## src/core/sdll_pkg.sv

```systemverilog
/*
  Constants and carrier types for the serial converter latch loader.
  Assumes a single 10 MHz core clock; the serial bit clock is sampled.
*/
package sdll_pkg;

  // ----------------------------------------------------------------
  // Word format
  // ----------------------------------------------------------------
  localparam int          SDLL_WORD_W    = 16;
  localparam logic [15:0] SDLL_MIDCODE   = 16'h0000;
  localparam logic [15:0] SDLL_POS_FULL  = 16'h7fff;
  localparam logic [15:0] SDLL_POS_HALF  = 16'h4000;
  localparam logic [15:0] SDLL_NEG_HALF  = 16'hbfff;
  localparam logic [15:0] SDLL_NEG_FULL  = 16'h8000;
  localparam logic [15:0] SDLL_SHIFT_RST = 16'h0000;
  localparam logic [4:0]  SDLL_CNT_RST   = 5'h00;
  localparam logic [4:0]  SDLL_CNT_FULL  = 5'h10;

  // ----------------------------------------------------------------
  // Port state
  // ----------------------------------------------------------------
  typedef enum logic [2:0] {
    SDLL_IDLE  = 3'b001,
    SDLL_SHIFT = 3'b010,
    SDLL_DONE  = 3'b100
  } sdll_state_t;

  // Synchronised serial pins
  typedef struct packed {
    logic bit_clk;
    logic select_n;
    logic data;
    logic clear_n;
  } sdll_pins_t;

endpackage

```

## src/core/sdll_loader.sv

```systemverilog
/*
  Receive side of a three-wire serial port that loads a 16-bit
  twos-complement converter latch, with a clear-to-midscale input.
  Assumes the host keeps each bit-clock phase longer than three
  ref_clk periods, since all pins are sampled by ref_clk.
*/
// Overview of operation
// - Latch code is twos complement, 0000 midscale
// - Select falling starts transfer, resets bit count
// - Shift data MSB first on rising clock
// - Load latch on falling edge after 16th
// - Ignore clocks after update until reselect
// - Select rising early discards word, latch kept
// - Clear low in 16th cycle loads midcode
// - Clear high in 16th cycle loads word
// - Clear release mid-transfer leaves latch alone
// - Clear never disturbs serial shifting
// - Select high ignores clock and data
`timescale 1ns/100ps
module sdll_loader
  import sdll_pkg::*;
(
  input  wire logic        ref_clk,
  input  wire logic        rst,
  input  wire logic        bit_clk,
  input  wire logic        select_n,
  input  wire logic        serial_data_input,
  input  wire logic        clear_to_midscale_n,
  output logic [15:0]      dac_latch_q,
  output logic             latch_update_q,
  output logic             busy
);

  // ----------------------------------------------------------------
  // Helpers
  // ----------------------------------------------------------------
  // Pin edges are judged from two synchronised samples, never from meta_q
  function automatic logic sdll_rose(input logic now_lvl, input logic was_lvl);
    return now_lvl & ~was_lvl;
  endfunction

  function automatic logic sdll_fell(input logic now_lvl, input logic was_lvl);
    return ~now_lvl & was_lvl;
  endfunction

  // Closing fall of a full word inside an open transfer
  function automatic logic sdll_closing(input sdll_state_t st,
                                        input logic        fall,
                                        input logic [4:0]  cnt);
    return (st == SDLL_SHIFT) && fall && (cnt == SDLL_CNT_FULL);
  endfunction

  // ----------------------------------------------------------------
  // Pin synchronisers
  // ----------------------------------------------------------------
  sdll_pins_t  meta_q;
  sdll_pins_t  sync_q;
  sdll_pins_t  prev_q;
  sdll_state_t state_q;
  logic [15:0] shift_q;
  logic [4:0]  count_q;
  logic        clk_rise;
  logic        clk_fall;
  logic        sel_fall;
  logic        sel_high;
  logic [4:0]  rise_seen_q;

  always_ff @(posedge ref_clk) begin
    if (rst) begin
      meta_q <= '{bit_clk: 1'b0, select_n: 1'b1, data: 1'b0, clear_n: 1'b1};
      sync_q <= '{bit_clk: 1'b0, select_n: 1'b1, data: 1'b0, clear_n: 1'b1};
      prev_q <= '{bit_clk: 1'b0, select_n: 1'b1, data: 1'b0, clear_n: 1'b1};
    end else begin
      meta_q <= '{bit_clk: bit_clk, select_n: select_n,
                  data: serial_data_input, clear_n: clear_to_midscale_n};
      sync_q <= meta_q;
      prev_q <= sync_q;
    end
  end

  assign clk_rise = sdll_rose(sync_q.bit_clk, prev_q.bit_clk);
  assign clk_fall = sdll_fell(sync_q.bit_clk, prev_q.bit_clk);
  assign sel_fall = sdll_fell(sync_q.select_n, prev_q.select_n);
  assign sel_high = sync_q.select_n;
  assign busy     = (state_q != SDLL_IDLE);

  // ----------------------------------------------------------------
  // Transfer sequencing
  // ----------------------------------------------------------------
  always_ff @(posedge ref_clk) begin
    if (rst) begin
      state_q <= SDLL_IDLE;
    end else if (sel_high) begin
      // early select release abandons the word
      state_q <= SDLL_IDLE;
    end else if (sel_fall) begin
      state_q <= SDLL_SHIFT;
    end else begin
      unique case (state_q)
        SDLL_IDLE: begin
          state_q <= SDLL_IDLE;
        end
        SDLL_SHIFT: begin
          // update on falling edge after 16th rise
          if (sdll_closing(state_q, clk_fall, count_q)) begin
            state_q <= SDLL_DONE;
          end
        end
        SDLL_DONE: begin
          state_q <= SDLL_DONE;
        end
      endcase
    end
  end

  // ----------------------------------------------------------------
  // Shift register and bit count
  // ----------------------------------------------------------------
  always_ff @(posedge ref_clk) begin
    if (rst) begin
      shift_q <= SDLL_SHIFT_RST;
      count_q <= SDLL_CNT_RST;
    end else if (sel_fall) begin
      count_q <= SDLL_CNT_RST;
    end else if (state_q == SDLL_SHIFT && !sel_high && clk_rise
                 && count_q != SDLL_CNT_FULL) begin
      // msb first; clear plays no part here; gated by select
      shift_q <= {shift_q[14:0], sync_q.data};
      count_q <= count_q + 5'h01;
    end
  end

  // ----------------------------------------------------------------
  // Converter latch
  // ----------------------------------------------------------------
  // Clear is sampled at the closing edge, which falls within the 16th cycle.
  always_ff @(posedge ref_clk) begin
    if (rst) begin
      dac_latch_q    <= SDLL_MIDCODE;
      latch_update_q <= 1'b0;
    end else if (!sel_high && !sel_fall
                 && sdll_closing(state_q, clk_fall, count_q)) begin
      dac_latch_q    <= sync_q.clear_n ? shift_q : SDLL_MIDCODE;
      latch_update_q <= 1'b1;
    end else begin
      // latch only changes on an update
      latch_update_q <= 1'b0;
    end
  end

  // ----------------------------------------------------------------
  // Checks
  // ----------------------------------------------------------------
  latch_stable_a: assert property (@(posedge ref_clk) disable iff (rst)
    !latch_update_q |-> $stable(dac_latch_q) || $past(latch_update_q) == 1'b0
      && $past(dac_latch_q) == dac_latch_q)
    else $error("latch changed without an update");

  clear_midcode_a: assert property (@(posedge ref_clk) disable iff (rst)
    latch_update_q && !$past(sync_q.clear_n) |-> dac_latch_q == SDLL_MIDCODE)
    else $error("clear did not load midcode");

  word_load_a: assert property (@(posedge ref_clk) disable iff (rst)
    latch_update_q && $past(sync_q.clear_n) |-> dac_latch_q == $past(shift_q))
    else $error("received word not loaded");

  update_count_a: assert property (@(posedge ref_clk) disable iff (rst)
    latch_update_q |-> $past(count_q) == SDLL_CNT_FULL && $past(clk_fall))
    else $error("update before sixteen bits");

  ignore_after_a: assert property (@(posedge ref_clk) disable iff (rst)
    state_q == SDLL_DONE && !sel_high && !sel_fall |=> !latch_update_q)
    else $error("clock edges not ignored after update");

  select_abort_a: assert property (@(posedge ref_clk) disable iff (rst)
    sel_high |=> state_q == SDLL_IDLE ##1 !latch_update_q)
    else $error("select release did not abort");

  select_start_a: assert property (@(posedge ref_clk) disable iff (rst)
    sel_fall |=> count_q == SDLL_CNT_RST && state_q == SDLL_SHIFT)
    else $error("select falling did not restart");

  shift_msb_a: assert property (@(posedge ref_clk) disable iff (rst)
    state_q == SDLL_SHIFT && !sel_high && !sel_fall && clk_rise
      && count_q != SDLL_CNT_FULL
      |=> shift_q[0] == $past(sync_q.data) && shift_q[15:1] == $past(shift_q[14:0]))
    else $error("shift not msb first");

  idle_quiet_a: assert property (@(posedge ref_clk) disable iff (rst)
    sel_high && $past(sel_high) |=> $stable(shift_q) && !latch_update_q)
    else $error("activity while deselected");

  // ----------------------------------------------------------------
  // Transfer and clear checks
  // ----------------------------------------------------------------
  word_kept_a: assert property (@(posedge ref_clk) disable iff (rst)
    state_q == SDLL_SHIFT && sel_high |=> $stable(dac_latch_q))
    else $error("partial word reached the latch");

  busy_drop_a: assert property (@(posedge ref_clk) disable iff (rst)
    sel_high |=> !busy && !latch_update_q)
    else $error("transfer still open after select release");

  busy_rise_a: assert property (@(posedge ref_clk) disable iff (rst)
    sel_fall |=> busy)
    else $error("select falling did not open a transfer");

  busy_done_a: assert property (@(posedge ref_clk) disable iff (rst)
    latch_update_q |-> busy)
    else $error("port left the transfer at the update");

  data_ignored_a: assert property (@(posedge ref_clk) disable iff (rst)
    sel_high && sync_q.data != prev_q.data |=> $stable(shift_q) && $stable(count_q))
    else $error("data taken while deselected");

  idle_hold_a: assert property (@(posedge ref_clk) disable iff (rst)
    state_q == SDLL_IDLE && !sel_fall |=> $stable(shift_q) && $stable(count_q))
    else $error("shifter moved outside a transfer");

  done_hold_a: assert property (@(posedge ref_clk) disable iff (rst)
    state_q == SDLL_DONE && !sel_fall |=> $stable(shift_q) && $stable(count_q))
    else $error("shifter moved after the update");

  count_limit_a: assert property (@(posedge ref_clk) disable iff (rst)
    count_q == SDLL_CNT_FULL && clk_rise && !sel_fall
      |=> $stable(shift_q) && $stable(count_q))
    else $error("bit after the sixteenth was shifted");

  count_bound_a: assert property (@(posedge ref_clk) disable iff (rst)
    count_q <= SDLL_CNT_FULL)
    else $error("bit count past sixteen");

  update_pulse_a: assert property (@(posedge ref_clk) disable iff (rst)
    latch_update_q |=> !latch_update_q)
    else $error("update pulse longer than one cycle");

  update_source_a: assert property (@(posedge ref_clk) disable iff (rst)
    latch_update_q |-> $past(state_q) == SDLL_SHIFT && state_q == SDLL_DONE)
    else $error("update outside an open transfer");

  // The clear pin may move at any time; only the closing fall reads it
  clear_shift_a: assert property (@(posedge ref_clk) disable iff (rst)
    state_q == SDLL_SHIFT && !sel_high && !sel_fall && clk_rise
      && count_q != SDLL_CNT_FULL && !sync_q.clear_n
      |=> count_q == $past(count_q) + 5'h01)
    else $error("clear disturbed serial shifting");

  clear_edge_a: assert property (@(posedge ref_clk) disable iff (rst)
    sync_q.clear_n != prev_q.clear_n && !clk_rise && !sel_fall
      |=> $stable(count_q) && $stable(shift_q))
    else $error("clear edge moved the shifter");

  clear_release_a: assert property (@(posedge ref_clk) disable iff (rst)
    sync_q.clear_n && !prev_q.clear_n && !sdll_closing(state_q, clk_fall, count_q)
      |=> $stable(dac_latch_q) && !latch_update_q)
    else $error("clear release changed the latch");

  clear_hold_a: assert property (@(posedge ref_clk) disable iff (rst)
    !sync_q.clear_n && !sdll_closing(state_q, clk_fall, count_q)
      |=> $stable(dac_latch_q))
    else $error("clear alone changed the latch");

  state_legal_a: assert property (@(posedge ref_clk) disable iff (rst)
    $onehot(state_q))
    else $error("port state not one-hot");

  // Written without a disable so that the reset values themselves are checked
  reset_state_a: assert property (@(posedge ref_clk)
    rst |=> dac_latch_q == SDLL_MIDCODE && shift_q == SDLL_SHIFT_RST
      && count_q == SDLL_CNT_RST && state_q == SDLL_IDLE && !latch_update_q)
    else $error("reset state wrong");

  // ----------------------------------------------------------------
  // Independent rise count for the checks
  // ----------------------------------------------------------------
  // Counted apart from count_q so the update checks do not lean on the
  // logic they guard; saturates rather than wrapping past 31.
  always_ff @(posedge ref_clk) begin
    if (rst) begin
      rise_seen_q <= SDLL_CNT_RST;
    end else if (sel_fall) begin
      rise_seen_q <= SDLL_CNT_RST;
    end else if (!sel_high && clk_rise && rise_seen_q != 5'h1f) begin
      rise_seen_q <= rise_seen_q + 5'h01;
    end
  end

  rise_total_a: assert property (@(posedge ref_clk) disable iff (rst)
    latch_update_q |-> $past(rise_seen_q) == SDLL_CNT_FULL)
    else $error("update after a wrong number of rises");

  count_track_a: assert property (@(posedge ref_clk) disable iff (rst)
    state_q == SDLL_SHIFT |-> count_q == rise_seen_q)
    else $error("bit count lost a rise");

endmodule

```

## config.mk

```make
export PLATFORM = sky130hd
export DESIGN_NAME = sdll_loader
export DESIGN_NICKNAME = d
export VERILOG_FILES = /design/src/core/sdll_pkg.sv /design/src/core/sdll_loader.sv
export SDC_FILE = /design/constraint.sdc
export NUM_CORES = 1
export LEC_CHECK = 0
export BUFFER_PORTS_ARGS = -buffer_cell sky130_fd_sc_hd__clkbuf_2
export CAP_MARGIN = 20
export CELL_PAD_IN_SITES_DETAIL_PLACEMENT = 1
export CELL_PAD_IN_SITES_GLOBAL_PLACEMENT = 1
export CORE_MARGIN = 5
export CORE_UTILIZATION = 47
export DETAILED_ROUTE_END_ITERATION = 8
export PLACE_DENSITY = 0.84
export SKIP_LAST_GASP = 1
export SYNTH_ARGS = -nofsm -noshare
export SYNTH_HDL_FRONTEND = slang
export SYNTH_SLANG_ARGS = --single-unit
```

## constraint.sdc

```tcl
create_clock -name ref_clk -period 4.6 [get_ports ref_clk]
set_clock_uncertainty 0.05 [all_clocks]
set_input_delay 0.92 -clock ref_clk [delete_from_list [all_inputs] [get_ports ref_clk]]
set_output_delay 0.92 -clock ref_clk [all_outputs]
set_load 0.05 [all_outputs]
```

Yosys cells after proc, flatten, opt, wreduce, memory -nomap -nowiden. Cells that the tools add are included. W data, S select, Z words.

Output and inout port bits: 18. Logic and storage cells: 50. Register bits: 51. Bits of input ports: 6.

Bitwise logic cells: 7. Eq/ne operators: 8. Reductions and logical operators: 13. Muxes and demuxes: 5. $add $sub $neg: 1.

Operators by type and width (number): $mux W16 (1); $pmux W3 S3 (1); $logic_and A1 B1 Y1 (7); $add A5 B1 Y5 const B (1); $eq A5 B5 Y1 const B (1); $ne A5 B5 Y1 const B (1); $not A1 Y1 (4); $reduce_or A2 Y1 (2); $and A1 B1 Y1 (3); $eq A3 B1 Y1 const B (1); $eq A3 B2 Y1 const B (1); $eq A3 B3 Y1 const B (1); $mux W3 (1); $ne A3 B1 Y1 const B (1); $ne A3 B2 Y1 const B (1); $reduce_or A3 Y1 (1); $logic_not A1 Y1 (2); $mux W2 (1); $ne A2 B1 Y1 const B (1); $reduce_and A2 Y1 (1); $mux W1 (1).

Logic depth before layout (Yosys ltp).
Depth after elaboration: 7. Gate-level depth with buffers: 8.

Worst setup path before layout. No wires, ideal clock.

Kind: reg2reg. From: register state_q[2]. To: register shift_q[10]. Arrival: 1.896 ns. Slack: 2.582 ns. Cell stages (with the launch flop): 6. Clock period less this slack: 2.018 ns. Data required time: 4.478 ns. Cell sequence: dfxtp_1 or4b_1 buf_2 nor4_4 buf_6 mux2i_1.

Longest elaborated chain between the ends: 5.

RTL lines: from (decl) (line sdll_loader.sv:59) `sdll_state_t state_q;`; from (signal assigned) (line sdll_loader.sv:92) `state_q <= SDLL_IDLE;`; from (signal assigned) (line sdll_loader.sv:95) `state_q <= SDLL_IDLE;`; from (signal assigned) (line sdll_loader.sv:97) `state_q <= SDLL_SHIFT;`; $eq A3 B2 Y1 (line sdll_loader.sv:125) `end else if (state_q == SDLL_SHIFT && !sel_high && clk_rise`; $logic_and A1 B1 Y1 (2 in series) (line sdll_loader.sv:125); $logic_and A1 B1 Y1 (line sdll_loader.sv:126) `&& count_q != SDLL_CNT_FULL) begin`; $reduce_and A2 Y1 (no line); to (signal assigned) (line sdll_loader.sv:128) `shift_q <= {shift_q[14:0], sync_q.data};`; to (decl) (line sdll_loader.sv:60) `logic [15:0] shift_q;`.

Every way passes these cells. A chain may end at the register's enable or synchronous reset.

Final worst setup path.
From: register state_q[2]. To: output busy.

Longest elaborated chain between the ends: 1.

RTL lines: $ne A3 B1 Y1 (line sdll_loader.sv:85) `assign busy = (state_q != SDLL_IDLE);`; to (decl) (line sdll_loader.sv:31) `output logic busy`.

Every way passes these cells.

==> impl_metrics.yaml <==
synth:
  netlist.area_leader.share_pct: 54.3
  synth_area_leaders: "dfxtp_1 (54%), mux2i_1 (11%), a22o_1 (7.5%)"
  async_reset_ff_share_pct: 0
  synth-edff-count: 0
  ys.flop_type: "dfxtp_1"
  synth-seq-area-share_pct: 54.3
  yosys_warnings: 0
  synth_fp_nets: 182
  synth_cells: 174
  ys_types: 34
  syn_area_per_cell_sq_um: 10.8
  synth.most_common_cell: "dfxtp_1"
  netlist_area_sq_um: 1880
  synth-seq-cells: 51
  synth_top_area_cell: "dfxtp_1"
  synth_common_cells: "dfxtp_1 (51), nand2_1 (23), mux2i_1 (20)"
floorplanning:
  dieArea_sq_um: 5360
  num_io_pins: 24
  rows: 23
  initial_core_util_pct: 47.7
  core_area_sq_um: 3940
  die_w_um: 73.2
  die_h_um: 73.2
finish:
  fill_cells: 414
  diodes: 0
  register_area_sq_um: 1020
  instances_no_fill: 247
  drive_above_1_share_pct: 20.3
  finalNetCount: 204
  syn_to_final_growth_pct: 12.6
  multi_input_comb_area_sq_um: 781
worst_setup_path:
  end_kind: "output pin"
  crit_start: "state_q[2]$_SDFFE_PP0P_"
  rr_worst_depth: 4
  rr_endpoint: "shift_q[7]$_SDFFE_PP0P_"
  critPathCapture: "busy"
  crit_arrival_ns: 1.16
  r2r_setup_slack_ns: 2.49
  critPathLaunchType: "flop"
  crit_fanout: 7
  worst-setup-path-type: "flop to output pin"
  critPathRequiredTime_ns: 3.63
  r2r_start: "sel_high$_SDFF_PP1_"
route:
  via_per_inst: 5.63
  drc: 0
  dr_total_vias: 1391
  routedWlPerCell_um: 16.8
  drt-pass1-iter-count: 4
  ant_nets: 0
  drt_iter0_drc: 68
  routed_wl_mm: 4.16
power:
  cellPowerDensity_nw_per_um2: 343
  swShare_pct: 22.8
  leakagePower_uw: 0.000796
  combPwrFrac_pct: 2.9
  pwr-share-seq_pct: 61.9
  p_total_uw: 725
  p_switching_uw: 165
  clkPwrFrac_pct: 35.2
  internal_power_uw: 560
  vdd_drop_max_v: 0.000192
sta:
  finalHoldViolCount: 0
  worst_pin_slew_ns: 0.742
  slew_headroom_pct: 50.5
  setup-tns-final_ns: 0
  rsz0062_at_grt: "no"
  slew_violations: 0
  finalCritPeriodShare_pct: 46.2
  setup_viol: 0
  max_freq_mhz: 470
  min_period_ns: 2.13
clock_tree:
  holdBufCountCts: 0
  cts.htree.levels: 2
  postCtsSetupBuffers: 0
  cts.sinks: 51
  clk_path_buf_depth: 2
  cts_tree: "built"
  cts_resized: 0
  cts-root-buf: "clkbuf_8"
  insertion_delay_ns: 0.30
  clk_pin_slew_worst_paths_ns: 0.09
  cts_buffers: 5
hold_path:
  worstHoldPathCells: 1
  hp-class: "flop to flop"
  hp-start: "meta_q[2]$_SDFF_PP1_"
global_routing:
  first_global_vias: 1495
  grt_antenna_before_repair: 0
  grtUsageTotal_pct: 17.1
  grt_start_max_net_pins: 24
  grt_overflow: 0
  grt_pass1_wl_mm: 6.96
place:
  place_congestion: 0.770
  place_inst: 239
  port_buffers: 23
  hpwl_mm: 2.85
run:
  max_cap_viol_count: 0
run_status:
  status: "complete, no violations"
cells in the final DEF (no fill, tap or decap), drive strengths merged:
cell	synthesis	routed
a211o	2	2
a211oi	1	1
a21o	1	1
a21oi	1	1
a221oi	1	1
a22o	16	16
a41oi	1	1
and4b	1	1
buf	3	3
clkbuf	8	28
clkinv	1	3
dfxtp	51	51
ha	2	2
inv	6	7
mux2i	20	20
nand2	23	23
nand2b	2	2
nand4b	1	1
nor2	2	2
nor2b	6	6
nor3	2	2
nor4	3	3
nor4b	3	3
nor4bb	1	1
o211ai	6	6
o21ai	1	1
o31ai	1	1
or2	4	4
or3b	1	1
or4	1	1
or4b	1	1
xnor2	1	1
per-layer routing:
layer	GRT usage [%]	routed length [um]
met2	31.7	2170
met5	0	0
met1	17.3	1700
met4	9.43	148
met3	3.99	138
critical path, cell delays in order, from the launching register on:
cell,delay [ns]
dfxtp_1,0.45
nor2_1,0.08
nand2_1,0.06
clkbuf_2,0.27
power by group through the flow:
stage / combinational, uW / clock (uW) / sequential, uW
floorplan: 15.0 / 0 / 457
global placement: 19.6 / 0 / 458
detailed placement: 20.8 / 0 / 459
CTS: 21.2 / 262 / 449
global route: 22.8 / 282 / 450
finish: 21.0 / 255 / 449
metrics by stage:
stage | setup WS (ns) | hold slack, ns | util (%) | cell area, sq um
3_3_place_gp | 2.29 | 0.344 | 51.4 | 2030
4_1_cts | 2.47 | 0.379 | 53.7 | 2120
3_5_place_dp | 2.13 | 0.358 | 51.4 | 2030
2_1_floorplan | 2.58 | 0.339 | - | 1880
5_1_grt | 2.40 | 0.405 | 53.7 | 2120
6_report | 2.47 | 0.373 | 53.7 | 2120
cells by family after synthesis:
logic type               synth area share [%]
AO/OA/AOI/OAI                            13.4
XOR/XNOR                                0.466
adder cells (fa/ha/maj)                  1.33
buffers and inverters                    4.13
flip-flops                               54.3
multiplexers                             10.7
AND/OR/NAND/NOR                          15.6
registers in the layout (all words and copies together), names as in the netlist:
name / count
count_q: 5
meta_q: 4
state_q: 3
sync_q: 3
dac_latch_q: 16
latch_update_q: 1
shift_q: 16
sel_high: 1
prev_q: 2
how the worst min path moves through the flow:
stage                           to
2_1_floorplan  sel_high$_SDFF_PP1_
3_3_place_gp   sel_high$_SDFF_PP1_
3_5_place_dp   sel_high$_SDFF_PP1_
4_1_cts        sel_high$_SDFF_PP1_
5_1_grt        sel_high$_SDFF_PP1_
6_report       sel_high$_SDFF_PP1_
area by class of cell:
class	count	area share, %
sequential	51	48.3
multi-input combinational	105	36.9
timing repair buffer	26	6.51
clock buffer	5	3.25
tap	50	2.96
inverter	7	1.24
clock inverter	3	0.887
No activity file was read; power rests on OpenSTA's default activity.
